File: src/phy_strap_pkg.sv
// Constants shared by the strap configuration loader and its helpers.
`default_nettype none
package phy_strap_pkg;

	// ==========================================================
	// Register indices on the management register port.
	// ==========================================================
	localparam logic [4:0] REG_BASIC_CTRL = 5'h00; // Basic control register.
	localparam logic [4:0] REG_ADVERT = 5'h04; // Advertisement register.
	localparam logic [4:0] REG_SPECIAL = 5'h12; // Special modes register (index 18).

	// ==========================================================
	// Field positions.
	// ==========================================================
	localparam int CTRL_SOFT_RESET = 15; // Self-clearing soft reset.
	localparam int CTRL_SPEED_100 = 13; // Speed select.
	localparam int CTRL_AN_ENABLE = 12; // Auto-negotiation enable.
	localparam int CTRL_POWER_DOWN = 11; // General power-down.
	localparam int CTRL_ISOLATE = 10; // Isolate.
	localparam int CTRL_FULL_DUPLEX = 8; // Duplex mode.
	localparam int ADV_ABIL_LSB = 5; // Lowest of the four ability bits 8..5.
	localparam int SPEC_ADDR_LSB = 0; // Address field 4:0.
	localparam int SPEC_MODE_LSB = 5; // Mode field 7:5.
	localparam int SPEC_KIND_BIT = 14; // MAC interface kind bit.

	// ==========================================================
	// Values after reset.
	// ==========================================================
	localparam logic [15:0] CTRL_RESET = 16'h0000; // Control before straps load.
	localparam logic [15:0] ADV_RESET = 16'h01E1; // Advertisement before straps load.
	localparam logic [4:0] ADDR_RESET = 5'h00; // Address with all straps low.
	localparam logic [2:0] MODE_RESET = 3'h0; // Mode field before straps load.

	// ==========================================================
	// Operating mode strap codes.
	// ==========================================================
	localparam logic [2:0] MODE_10_HALF = 3'h0; // 10 Mb/s half duplex.
	localparam logic [2:0] MODE_10_FULL = 3'h1; // 10 Mb/s full duplex.
	localparam logic [2:0] MODE_100_HALF = 3'h2; // 100 Mb/s half duplex.
	localparam logic [2:0] MODE_100_FULL = 3'h3; // 100 Mb/s full duplex.
	localparam logic [2:0] MODE_AN_100_HALF = 3'h4; // Negotiate 100 half only.
	localparam logic [2:0] MODE_REPEATER = 3'h5; // Repeater, negotiate 100 half.
	localparam logic [2:0] MODE_POWER_DOWN = 3'h6; // Wake up powered down.
	localparam logic [2:0] MODE_ALL_CAPABLE = 3'h7; // Negotiate everything.

	// ==========================================================
	// Defaults for control bits {13,12,10,8} and ability bits 8..5.
	// ==========================================================
	localparam logic [3:0] CTRL_DEF_10_HALF = 4'h0; // Pattern 0000.
	localparam logic [3:0] CTRL_DEF_10_FULL = 4'h1; // Pattern 0001.
	localparam logic [3:0] CTRL_DEF_100_HALF = 4'h8; // Pattern 1000.
	localparam logic [3:0] CTRL_DEF_100_FULL = 4'h9; // Pattern 1001.
	localparam logic [3:0] CTRL_DEF_AN = 4'hC; // Pattern 1100.
	localparam logic [3:0] CTRL_DEF_ALL = 4'hD; // Pattern X10X, free bits set.
	localparam logic [3:0] ADV_DEF_100_HALF = 4'h4; // Pattern 0100.
	localparam logic [3:0] ADV_DEF_ALL = 4'hF; // Pattern 1111.

	// ==========================================================
	// Shared pads and timing.
	// ==========================================================
	localparam int PAD_COUNT = 8; // Strap pads handled here.
	localparam int PAD_ADDR_LSB = 0; // Address straps on pads 2:0.
	localparam int PAD_MODE_LSB = 3; // Mode straps on pads 5:3.
	localparam int PAD_MAC_IF = 6; // MAC interface select pad.
	localparam int PAD_LED = 7; // Regulator strap and indicator pad.
	localparam logic [7:0] PAD_OE_RUN = 8'hFF; // All pads driven in normal use.
	localparam logic [1:0] STRAP_SETTLE_CYCLES = 2'h2; // Synchroniser fill time.

	// Loader sequence states, one-hot.
	typedef enum logic [2:0] {
		ST_RESET = 3'b001,
		ST_SETTLE = 3'b010,
		ST_RUN = 3'b100
	} load_state_e;

endpackage
`default_nettype wire

File: src/phy_strap_config_loader.sv
// Strap capture and strap-derived register defaults of the transceiver.
`timescale 1ns/1ps
`default_nettype none
module phy_strap_config_loader (
	// Clock and power-on reset.
	input wire logic i_core_clk,
	input wire logic i_sys_rst,
	// Hardware reset pin, active low.
	input wire logic i_hw_reset_n,
	// Strap pads: receive pins, interface select and indicator.
	input wire logic [7:0] i_pad_in,
	output logic [7:0] o_pad_out,
	output logic [7:0] o_pad_oe,
	// Normal pad functions from the core; bit 7 is link activity.
	input wire logic [7:0] i_pad_func,
	// Management register port.
	input wire logic [4:0] i_reg_phy_addr,
	input wire logic [4:0] i_reg_addr,
	input wire logic [15:0] i_reg_wdata,
	input wire logic i_reg_wr,
	input wire logic i_reg_rd,
	output logic [15:0] o_reg_rdata,
	output logic o_reg_rd_ack,
	// Configuration to the 10/100 logic.
	output logic o_speed_100,
	output logic o_full_duplex,
	output logic o_autoneg_en,
	output logic [3:0] o_adv_abilities,
	output logic o_crs_on_tx,
	output logic o_repeater_mode,
	output logic o_power_down,
	output logic o_soft_reset,
	output logic o_rmii_mode,
	output logic [4:0] o_phy_address,
	output logic [4:0] o_scrambler_seed,
	output logic o_regulator_off,
	output logic o_config_ready
);

	// ==========================================================
	// Declarations.
	// ==========================================================
	logic [8:0] sync_out; // Pads plus reset pin, synchronised.
	logic [7:0] pad_sync; // Synchronised pad levels.
	logic hw_n_sync; // Synchronised reset pin level.
	logic hw_rst_req; // Hardware reset pin asserted.
	logic reg_clear; // Power-on or pin reset in force.
	phy_strap_pkg::load_state_e state_reg; // Loader sequence state.
	phy_strap_pkg::load_state_e state_next; // Next loader state.
	logic [1:0] settle_cnt_reg; // Cycles waited for synchronisers.
	logic capture; // One-cycle strap capture pulse.
	logic running; // Straps latched and pads driven.
	logic addr_match; // Frame address equals ours.
	logic wr_hit; // Accepted register write.
	logic rd_hit; // Accepted register read.
	logic [15:0] ctrl_reg; // Basic control register.
	logic [15:0] adv_reg; // Advertisement register.
	logic [4:0] phy_addr_reg; // Management address.
	logic [2:0] mode_field_reg; // Mode field of special modes register.
	logic kind_reg; // MAC interface kind, high for RMII.
	logic regulator_disable_strap_reg; // Latched regulator-disable strap.
	logic strap_pd_reg; // Power-down chosen by strap.
	logic [2:0] strap_mode; // Mode straps as sampled now.
	logic [3:0] ctrl_def; // Control default pattern for strap mode.
	logic [3:0] adv_def; // Ability default for strap mode.
	logic load_ctrl; // Strap mode loads control defaults.
	logic load_adv; // Strap mode loads ability defaults.
	logic [15:0] special_view; // Read view of special modes register.

	// ==========================================================
	// Pad and pin synchronisers.
	// ==========================================================
	// Every pad level and the reset pin pass two flip-flops first.
	strap_sync #(
		.WIDTH(9)
	) u_sync (
		.i_core_clk(i_core_clk),
		.i_sys_rst(i_sys_rst),
		.i_async({i_hw_reset_n, i_pad_in}),
		.o_sync(sync_out)
	);

	// Split the synchronised word; pin reads low until filled.
	assign pad_sync = sync_out[7:0];
	assign hw_n_sync = sync_out[8];
	assign hw_rst_req = ~hw_n_sync;
	assign reg_clear = i_sys_rst | hw_rst_req;
	// Mode straps sit on the receive data 0, data 1 and collision pads.
	assign strap_mode = pad_sync[phy_strap_pkg::PAD_MODE_LSB +: 3];
	assign running = (state_reg == phy_strap_pkg::ST_RUN);

	// ==========================================================
	// Loader sequence.
	// ==========================================================
	// Waits for the pad synchronisers to fill after release.
	always_comb begin
		state_next = state_reg;
		capture = 1'b0;
		case (state_reg)
			phy_strap_pkg::ST_RESET: begin
				// Held here for either reset source.
				if (!hw_rst_req) begin
					state_next = phy_strap_pkg::ST_SETTLE;
				end
			end
			phy_strap_pkg::ST_SETTLE: begin
				// A new pin reset restarts the wait.
				if (hw_rst_req) begin
					state_next = phy_strap_pkg::ST_RESET;
				end else if (settle_cnt_reg == phy_strap_pkg::STRAP_SETTLE_CYCLES - 2'h1) begin
					capture = 1'b1;
					state_next = phy_strap_pkg::ST_RUN;
				end
			end
			phy_strap_pkg::ST_RUN: begin
				// Pin reset relatches all straps.
				if (hw_rst_req) begin
					state_next = phy_strap_pkg::ST_RESET;
				end
			end
			default: begin
				state_next = phy_strap_pkg::ST_RESET;
			end
		endcase
	end

	// State register; power-on reset also lands in the reset state.
	always_ff @(posedge i_core_clk) begin
		if (i_sys_rst) begin
			state_reg <= phy_strap_pkg::ST_RESET;
		end else begin
			state_reg <= state_next;
		end
	end

	// Settle counter runs only while waiting.
	always_ff @(posedge i_core_clk) begin
		if (i_sys_rst || state_reg != phy_strap_pkg::ST_SETTLE) begin
			settle_cnt_reg <= 2'h0;
		end else begin
			settle_cnt_reg <= settle_cnt_reg + 2'h1;
		end
	end

	// ==========================================================
	// Mode strap decode.
	// ==========================================================
	// Chooses the defaults that a strap mode loads.
	always_comb begin
		ctrl_def = phy_strap_pkg::CTRL_DEF_10_HALF;
		adv_def = phy_strap_pkg::ADV_DEF_ALL;
		load_ctrl = 1'b1;
		load_adv = 1'b0;
		case (strap_mode)
			phy_strap_pkg::MODE_10_HALF: begin
				ctrl_def = phy_strap_pkg::CTRL_DEF_10_HALF;
			end
			phy_strap_pkg::MODE_10_FULL: begin
				ctrl_def = phy_strap_pkg::CTRL_DEF_10_FULL;
			end
			phy_strap_pkg::MODE_100_HALF: begin
				ctrl_def = phy_strap_pkg::CTRL_DEF_100_HALF;
			end
			phy_strap_pkg::MODE_100_FULL: begin
				ctrl_def = phy_strap_pkg::CTRL_DEF_100_FULL;
			end
			phy_strap_pkg::MODE_AN_100_HALF, phy_strap_pkg::MODE_REPEATER: begin
				// Repeater shares the defaults of negotiated 100 half.
				ctrl_def = phy_strap_pkg::CTRL_DEF_AN;
				adv_def = phy_strap_pkg::ADV_DEF_100_HALF;
				load_adv = 1'b1;
			end
			phy_strap_pkg::MODE_POWER_DOWN: begin
				// No control or ability defaults are loaded in this mode.
				load_ctrl = 1'b0;
			end
			default: begin
				// All capable; the free bits pick 100 full.
				ctrl_def = phy_strap_pkg::CTRL_DEF_ALL;
				adv_def = phy_strap_pkg::ADV_DEF_ALL;
				load_adv = 1'b1;
			end
		endcase
	end

	// ==========================================================
	// Register port decode.
	// ==========================================================
	// All five address bits take part in the match.
	assign addr_match = (i_reg_phy_addr == phy_addr_reg);
	// Accesses are ignored until the straps are latched.
	assign wr_hit = i_reg_wr & addr_match & running;
	assign rd_hit = i_reg_rd & addr_match & running;

	// ==========================================================
	// Basic control register.
	// ==========================================================
	// Loads strap defaults once; software writes win later.
	always_ff @(posedge i_core_clk) begin
		if (reg_clear) begin
			ctrl_reg <= phy_strap_pkg::CTRL_RESET;
		end else if (capture && load_ctrl) begin
			ctrl_reg[phy_strap_pkg::CTRL_SPEED_100] <= ctrl_def[3];
			ctrl_reg[phy_strap_pkg::CTRL_AN_ENABLE] <= ctrl_def[2];
			ctrl_reg[phy_strap_pkg::CTRL_ISOLATE] <= ctrl_def[1];
			ctrl_reg[phy_strap_pkg::CTRL_FULL_DUPLEX] <= ctrl_def[0];
		end else if (wr_hit && i_reg_addr == phy_strap_pkg::REG_BASIC_CTRL) begin
			// A write setting soft reset wins over the self-clear.
			ctrl_reg <= i_reg_wdata;
		end else if (ctrl_reg[phy_strap_pkg::CTRL_SOFT_RESET]) begin
			// Soft reset lasts one cycle; other bits stay put.
			ctrl_reg[phy_strap_pkg::CTRL_SOFT_RESET] <= 1'b0;
		end
	end

	// ==========================================================
	// Advertisement register.
	// ==========================================================
	// Ability bits 8..5 take strap defaults in negotiating modes.
	always_ff @(posedge i_core_clk) begin
		if (reg_clear) begin
			adv_reg <= phy_strap_pkg::ADV_RESET;
		end else if (capture && load_adv) begin
			adv_reg[phy_strap_pkg::ADV_ABIL_LSB +: 4] <= adv_def;
		end else if (wr_hit && i_reg_addr == phy_strap_pkg::REG_ADVERT) begin
			adv_reg <= i_reg_wdata;
		end
	end

	// ==========================================================
	// Special modes register fields.
	// ==========================================================
	// Address comes from three straps; upper bits only by writes.
	always_ff @(posedge i_core_clk) begin
		if (reg_clear) begin
			phy_addr_reg <= phy_strap_pkg::ADDR_RESET;
		end else if (capture) begin
			phy_addr_reg <= {2'b00, pad_sync[phy_strap_pkg::PAD_ADDR_LSB +: 3]};
		end else if (wr_hit && i_reg_addr == phy_strap_pkg::REG_SPECIAL) begin
			// Takes effect from the next access on.
			phy_addr_reg <= i_reg_wdata[phy_strap_pkg::SPEC_ADDR_LSB +: 5];
		end
	end

	// Mode field mirrors the straps and may be rewritten.
	always_ff @(posedge i_core_clk) begin
		if (reg_clear) begin
			mode_field_reg <= phy_strap_pkg::MODE_RESET;
		end else if (capture) begin
			mode_field_reg <= strap_mode;
		end else if (wr_hit && i_reg_addr == phy_strap_pkg::REG_SPECIAL) begin
			mode_field_reg <= i_reg_wdata[phy_strap_pkg::SPEC_MODE_LSB +: 3];
		end
	end

	// Interface kind and regulator strap latch at release only.
	always_ff @(posedge i_core_clk) begin
		if (reg_clear) begin
			kind_reg <= 1'b0;
			regulator_disable_strap_reg <= 1'b0;
		end else if (capture) begin
			// Low selects MII; the kind bit reads back the choice.
			kind_reg <= pad_sync[phy_strap_pkg::PAD_MAC_IF];
			regulator_disable_strap_reg <= pad_sync[phy_strap_pkg::PAD_LED];
		end
	end

	// ==========================================================
	// Strap power-down.
	// ==========================================================
	// Only a soft reset with another mode written releases it.
	always_ff @(posedge i_core_clk) begin
		if (reg_clear) begin
			strap_pd_reg <= 1'b0;
		end else if (capture) begin
			strap_pd_reg <= (strap_mode == phy_strap_pkg::MODE_POWER_DOWN);
		end else if (ctrl_reg[phy_strap_pkg::CTRL_SOFT_RESET] &&
				mode_field_reg != phy_strap_pkg::MODE_POWER_DOWN) begin
			strap_pd_reg <= 1'b0;
		end
	end

	// ==========================================================
	// Read port.
	// ==========================================================
	// Read view of the special modes register; other bits zero.
	always_comb begin
		special_view = 16'h0000;
		special_view[phy_strap_pkg::SPEC_ADDR_LSB +: 5] = phy_addr_reg;
		special_view[phy_strap_pkg::SPEC_MODE_LSB +: 3] = mode_field_reg;
		special_view[phy_strap_pkg::SPEC_KIND_BIT] = kind_reg;
	end

	// Data stand one cycle after the strobe; unmapped reads zero.
	always_ff @(posedge i_core_clk) begin
		if (reg_clear) begin
			o_reg_rdata <= 16'h0000;
			o_reg_rd_ack <= 1'b0;
		end else begin
			o_reg_rd_ack <= rd_hit;
			if (!rd_hit) begin
				o_reg_rdata <= 16'h0000;
			end else begin
				case (i_reg_addr)
					phy_strap_pkg::REG_BASIC_CTRL: begin
						o_reg_rdata <= ctrl_reg;
					end
					phy_strap_pkg::REG_ADVERT: begin
						o_reg_rdata <= adv_reg;
					end
					phy_strap_pkg::REG_SPECIAL: begin
						o_reg_rdata <= special_view;
					end
					default: begin
						o_reg_rdata <= 16'h0000;
					end
				endcase
			end
		end
	end

	// ==========================================================
	// Shared pads.
	// ==========================================================
	// Pads float while straps are sampled, then drive normal duties.
	always_ff @(posedge i_core_clk) begin
		if (reg_clear || !running) begin
			o_pad_oe <= 8'h00;
			o_pad_out <= 8'h00;
		end else begin
			o_pad_oe <= phy_strap_pkg::PAD_OE_RUN;
			o_pad_out[6:0] <= i_pad_func[6:0];
			// Indicator is active low when the strap was high.
			o_pad_out[phy_strap_pkg::PAD_LED] <= i_pad_func[phy_strap_pkg::PAD_LED] ^ regulator_disable_strap_reg;
		end
	end

	// ==========================================================
	// Configuration outputs.
	// ==========================================================
	// Registered copies of the register state for the 10/100 logic.
	always_ff @(posedge i_core_clk) begin
		if (reg_clear) begin
			o_speed_100 <= 1'b0;
			o_full_duplex <= 1'b0;
			o_autoneg_en <= 1'b0;
			o_adv_abilities <= 4'h0;
			o_crs_on_tx <= 1'b0;
			o_repeater_mode <= 1'b0;
			o_power_down <= 1'b0;
			o_soft_reset <= 1'b0;
			o_rmii_mode <= 1'b0;
			o_phy_address <= 5'h00;
			o_scrambler_seed <= 5'h00;
			o_regulator_off <= 1'b0;
			o_config_ready <= 1'b0;
		end else begin
			// Speed, duplex, negotiation and abilities follow register bits, not straps.
			o_speed_100 <= ctrl_reg[phy_strap_pkg::CTRL_SPEED_100];
			o_full_duplex <= ctrl_reg[phy_strap_pkg::CTRL_FULL_DUPLEX];
			o_autoneg_en <= ctrl_reg[phy_strap_pkg::CTRL_AN_ENABLE];
			o_adv_abilities <= adv_reg[phy_strap_pkg::ADV_ABIL_LSB +: 4];
			// Carrier sense on transmit only in modes 100 half and negotiated 100 half, not in repeater mode.
			o_crs_on_tx <= (mode_field_reg == phy_strap_pkg::MODE_100_HALF) ||
				(mode_field_reg == phy_strap_pkg::MODE_AN_100_HALF);
			o_repeater_mode <= (mode_field_reg == phy_strap_pkg::MODE_REPEATER);
			o_power_down <= ctrl_reg[phy_strap_pkg::CTRL_POWER_DOWN] | strap_pd_reg;
			o_soft_reset <= ctrl_reg[phy_strap_pkg::CTRL_SOFT_RESET];
			o_rmii_mode <= kind_reg;
			o_phy_address <= phy_addr_reg;
			o_scrambler_seed <= phy_addr_reg;
			o_regulator_off <= regulator_disable_strap_reg;
			o_config_ready <= running;
		end
	end

endmodule
`default_nettype wire

File: src/strap_sync.sv
// Two-stage synchroniser for pad levels entering the core clock domain.
`timescale 1ns/1ps
`default_nettype none
module strap_sync #(
	parameter int WIDTH = 9
) (
	// Clock and reset.
	input wire logic i_core_clk,
	input wire logic i_sys_rst,
	// Asynchronous levels in, synchronised levels out.
	input wire logic [WIDTH-1:0] i_async,
	output logic [WIDTH-1:0] o_sync
);

	// First stage; only the second stage reads it.
	logic [WIDTH-1:0] meta_reg;

	// ==========================================================
	// One synchroniser per bit.
	// ==========================================================
	genvar g;
	generate
		for (g = 0; g < WIDTH; g++) begin : g_bit
			// Both stages clear to zero under reset.
			always_ff @(posedge i_core_clk) begin
				if (i_sys_rst) begin
					meta_reg[g] <= 1'b0;
					o_sync[g] <= 1'b0;
				end else begin
					meta_reg[g] <= i_async[g];
					o_sync[g] <= meta_reg[g];
				end
			end
		end
	endgenerate

endmodule
`default_nettype wire

File: config.mk
export PLATFORM = sky130hd
export DESIGN_NAME = phy_strap_config_loader
export DESIGN_NICKNAME = d
export VERILOG_FILES = /design/src/phy_strap_pkg.sv /design/src/phy_strap_config_loader.sv /design/src/strap_sync.sv
export SDC_FILE = /design/constraint.sdc
export NUM_CORES = 1
export LEC_CHECK = 0
export ABC_AREA = 1
export ABC_CLOCK_PERIOD_IN_PS = 1600
export CAP_MARGIN = 25
export CORE_MARGIN = 2
export CORE_UTILIZATION = 50
export CTS_CLUSTER_SIZE = 12
export DETAILED_ROUTE_END_ITERATION = 6
export DONT_BUFFER_PORTS = 1
export GPL_ROUTABILITY_DRIVEN = 0
export PLACE_DENSITY_LB_ADDON = 0.1
export SYNTH_ARGS = -nofsm -noshare
export SYNTH_HDL_FRONTEND = slang
export SYNTH_SLANG_ARGS = --single-unit
File: constraint.sdc
create_clock -name i_core_clk -period 1.6 [get_ports i_core_clk]
set_input_delay 0.24 -clock i_core_clk [delete_from_list [all_inputs] [get_ports i_core_clk]]
set_output_delay 0.24 -clock i_core_clk [all_outputs]
set_load 0.05 [all_outputs]
==> impl_metrics.ini <==
[sta]
whs_ns = 0.00288
grt_setup_unrepaired = yes
fin_ws_ns = 0.0801
slew_violations = 0
setup_viol = 0
max_freq_mhz = 658
fin_crit_sh_pct = 95.0
max-slew-margin-rel_pct = 54.2
fin_crit_ns = 1.52
skew_ns = 0.00753
hold_viol_final = 0
worst_pin_slew_ns = 0.685

[hold_path]
min_from = i_reg_wdata[14]
whs_path_depth = 2
min_to = ctrl_reg[14]$_SDFFE_PP0P_
hold_class = input pin to register

[finish]
regArea_mm2 = 0.00223
nFillCells = 713
multi_input_area_mm2 = 0.00145
antenna_cells = 0
areaGrowthSynthToFinish_pct = 19.9
drive_gt1_share_pct = 11.2
final_nets = 615
fin_util_pct = 62.7

[critical_path]
crit_slowest_cell = dfxtp_1
startpoint_type = register
crit_family = simple AND/OR/NAND/NOR gates
reg2reg_from = phy_addr_reg[3]$_SDFFE_PP0P_
reg2reg_to = o_reg_rdata[1]$_SDFF_PP0_
crit_path_max_incr_delay_ns = 0.41
cp_max_fo = 16
crit_path_end_kind = register
critPathRequiredTime_ns = 1.90
crit_top_cell = nand2_1
critPathArrivalTime_ns = 1.82
worst_r2r_path_depth = 8
ff2ff_setup_slack_ns = 0.08
criticalPathCategory = register to register
crit_buf_inv = 2
crit_path_cell_trace = nand2_1 -> nand2_1 -> nand3_1 -> nor2_4 -> buf_4 -> nand4_4 -> buf_12 -> a31oi_2

[pwr]
power_density_mw_per_mm2 = 972
fin_total_pwr_mw = 4.76
p_clk_share_pct = 36.1
switching_power_mw = 1.11
irDropWorstVdd_mv = 0.565
p_seq_share_pct = 59.2
switching_share_pct = 23.4
combinationalPowerShare_pct = 4.7
internal_power_mw = 3.65
leakage_nw = 1.98

[cts]
h-tree-depth = 3
cts_buffers = 9
cts_root_buf = clkbuf_8
cts.clk_slew.worst_paths_ns = 0.10
cts_num_sinks = 111
cts_tree = done
clock_latency_ns = 0.37
clockBufferDepth = 2

[logic_synthesis]
synth.most_common_cell = nand2_1
synth_cells = 524
ys_top_cells_by_area = dfxtp_1 (54%), nand2_1 (13%), nor2_1 (6.2%)
yosysUniqueCellTypes = 30
ys.flop_type = dfxtp_1
yosysTopAreaCell = dfxtp_1
synth_fp_nets = 572
synth_edf_count = 0
synth_common_cells = nand2_1 (138), dfxtp_1 (111), nor2_1 (68)
yosysWarnings = 0
synthArstFlopShare_pct = 0
syn_area_mm2 = 0.00409
synth_top_area_share_pct = 54.4
yosysSeqAreaShare_pct = 54.4
ys_ff_latch = 111
avgSynthCellArea_um2 = 7.80

[drt]
dr.pass1.iters = 5
wirelength_um = 9360
routed_via_density = 4.84
drt_iter0_drc = 176
wl_per_cell_um = 13.9
post-route-drc-count = 0
antenna_left = 0
vias = 3264

[placement]
dp_slack_ns = -0.0274
hpwl_um = 6250
io_buffer_count = 0

[global_routing]
grt-ovfl-total = 0
track_usage_pct = 22.2
grt_pass1_wl_um = 15200
grt_pass1_vias = 3205
antenna_found_initial = 0
grt_max_degree = 46

[floorplanning]
coreArea_mm2 = 0.00781
io_pins = 104
dieHeight_um = 94.4
start_util_pct = 52.3
die_area_mm2 = 0.00891
rows = 32
die_x_um = 94.4

[outcome]
status = finished clean

[job]
maxCapViolCount = 0
==> worst register-to-register path, cell delays in order (launching register included) <==
cell     delay (ns)
dfxtp_1        0.41
nand2_1        0.07
nand2_1        0.07
nand3_1        0.11
nor2_4         0.19
buf_4          0.16
nand4_4        0.08
buf_12         0.17
a31oi_2        0.18
==> per-layer routing <==
metal | global-route usage (%) | up-vias | routed length [um]
li1 | - | 1683 | -
met1 | 28.2 | 1472 | 4220
met2 | 37.1 | 95 | 4490
met3 | 4.23 | 14 | 525
met4 | 9.18 | 0 | 127
met5 | 0 | - | 0
==> area by class of cell <==
cell class	instances	area share (%)
well taps	102	2.61
clock buffers	9	2.53
inverters	72	5.62
flip-flops and latches	111	45.5
multi-input cells	312	29.6
repair buffers	61	12.5
clock inverters	7	1.66
==> cell usage in the layout, fill, tap and decap left out, types with 2 or more instances in the layout <==
cell type	synthesis	final
a31oi_1	9	7
dfxtp_1	111	109
nor2_1	68	68
xnor2_1	4	4
o211ai_1	2	2
nand3_2	2	2
nor3_1	3	3
nand2_1	138	136
o21ai_0	14	13
nor2_4	3	3
buf_12	0	5
nand3_4	0	2
nand4_1	2	2
a21oi_1	39	39
nand3_1	18	16
nand2_2	1	3
buf_4	16	20
clkbuf_8	0	9
nor2_2	2	2
inv_2	2	2
clkinv_1	3	3
inv_6	0	2
inv_1	67	66
dlygate4sd3_1	0	35
clkinvlp_4	0	3
a31oi_2	0	2
==> kinds of logic (layout without fill, tap and decap cells) <==
group	after synthesis	in the layout	synth area share (%)
fa+ha+maj	1	1	0.306
buf+inv	101	149	11.1
xor+xnor	4	4	0.857
flops	111	111	54.4
compound gates	66	66	8.64
simple gates	241	241	24.7
==> what timing repair did <==
item / in CTS / in global routing
resized for setup: 2 / 12
buffers inserted: 0 / 1
setup endpoints to repair: 2 / 38
hold buffers: 31 / 4
pin swaps: 0 / 0
gates cloned: 0 / 0
hold endpoints to repair: 48 / 4
==> power by group through the flow <==
stage                     Clock [mW]  Sequential (mW)  Combinational (mW)
final                           1.72             2.82               0.223
after CTS                       1.76             2.82               0.212
after floorplan                    0             2.88               0.115
after global placement             0             2.88               0.136
after global routing            1.85             2.82               0.251
after detailed placement           0             2.88               0.140
==> metrics by stage <==
stage	cell area (um2)	TNS, ns	cells
6_report	4900	0	674
5_1_grt	4900	-0.273	674
4_1_cts	4800	-0.0103	669
3_5_place_dp	4270	-0.0274	622
3_3_place_gp	4270	-0.0167	622
2_1_floorplan	4090	0	524
==> worst max-delay path by stage <==
stage / depth (start not counted) / startpoint / endpoint
global route: 10 / state_reg[1]$_SDFFE_PP0P_ / ctrl_reg[8]$_SDFFE_PP0P_
floorplan: 8 / phy_addr_reg[0]$_SDFFE_PP0P_ / mode_field_reg[0]$_SDFFE_PP0P_
finish: 8 / phy_addr_reg[3]$_SDFFE_PP0P_ / o_reg_rdata[1]$_SDFF_PP0_
global placement: 8 / phy_addr_reg[3]$_SDFFE_PP0P_ / o_reg_rdata[1]$_SDFF_PP0_
CTS: 7 / phy_addr_reg[3]$_SDFFE_PP0P_ / o_reg_rdata[1]$_SDFF_PP0_
detailed placement: 7 / phy_addr_reg[3]$_SDFFE_PP0P_ / o_reg_rdata[1]$_SDFF_PP0_
No activity file was read; power rests on OpenSTA's default activity.
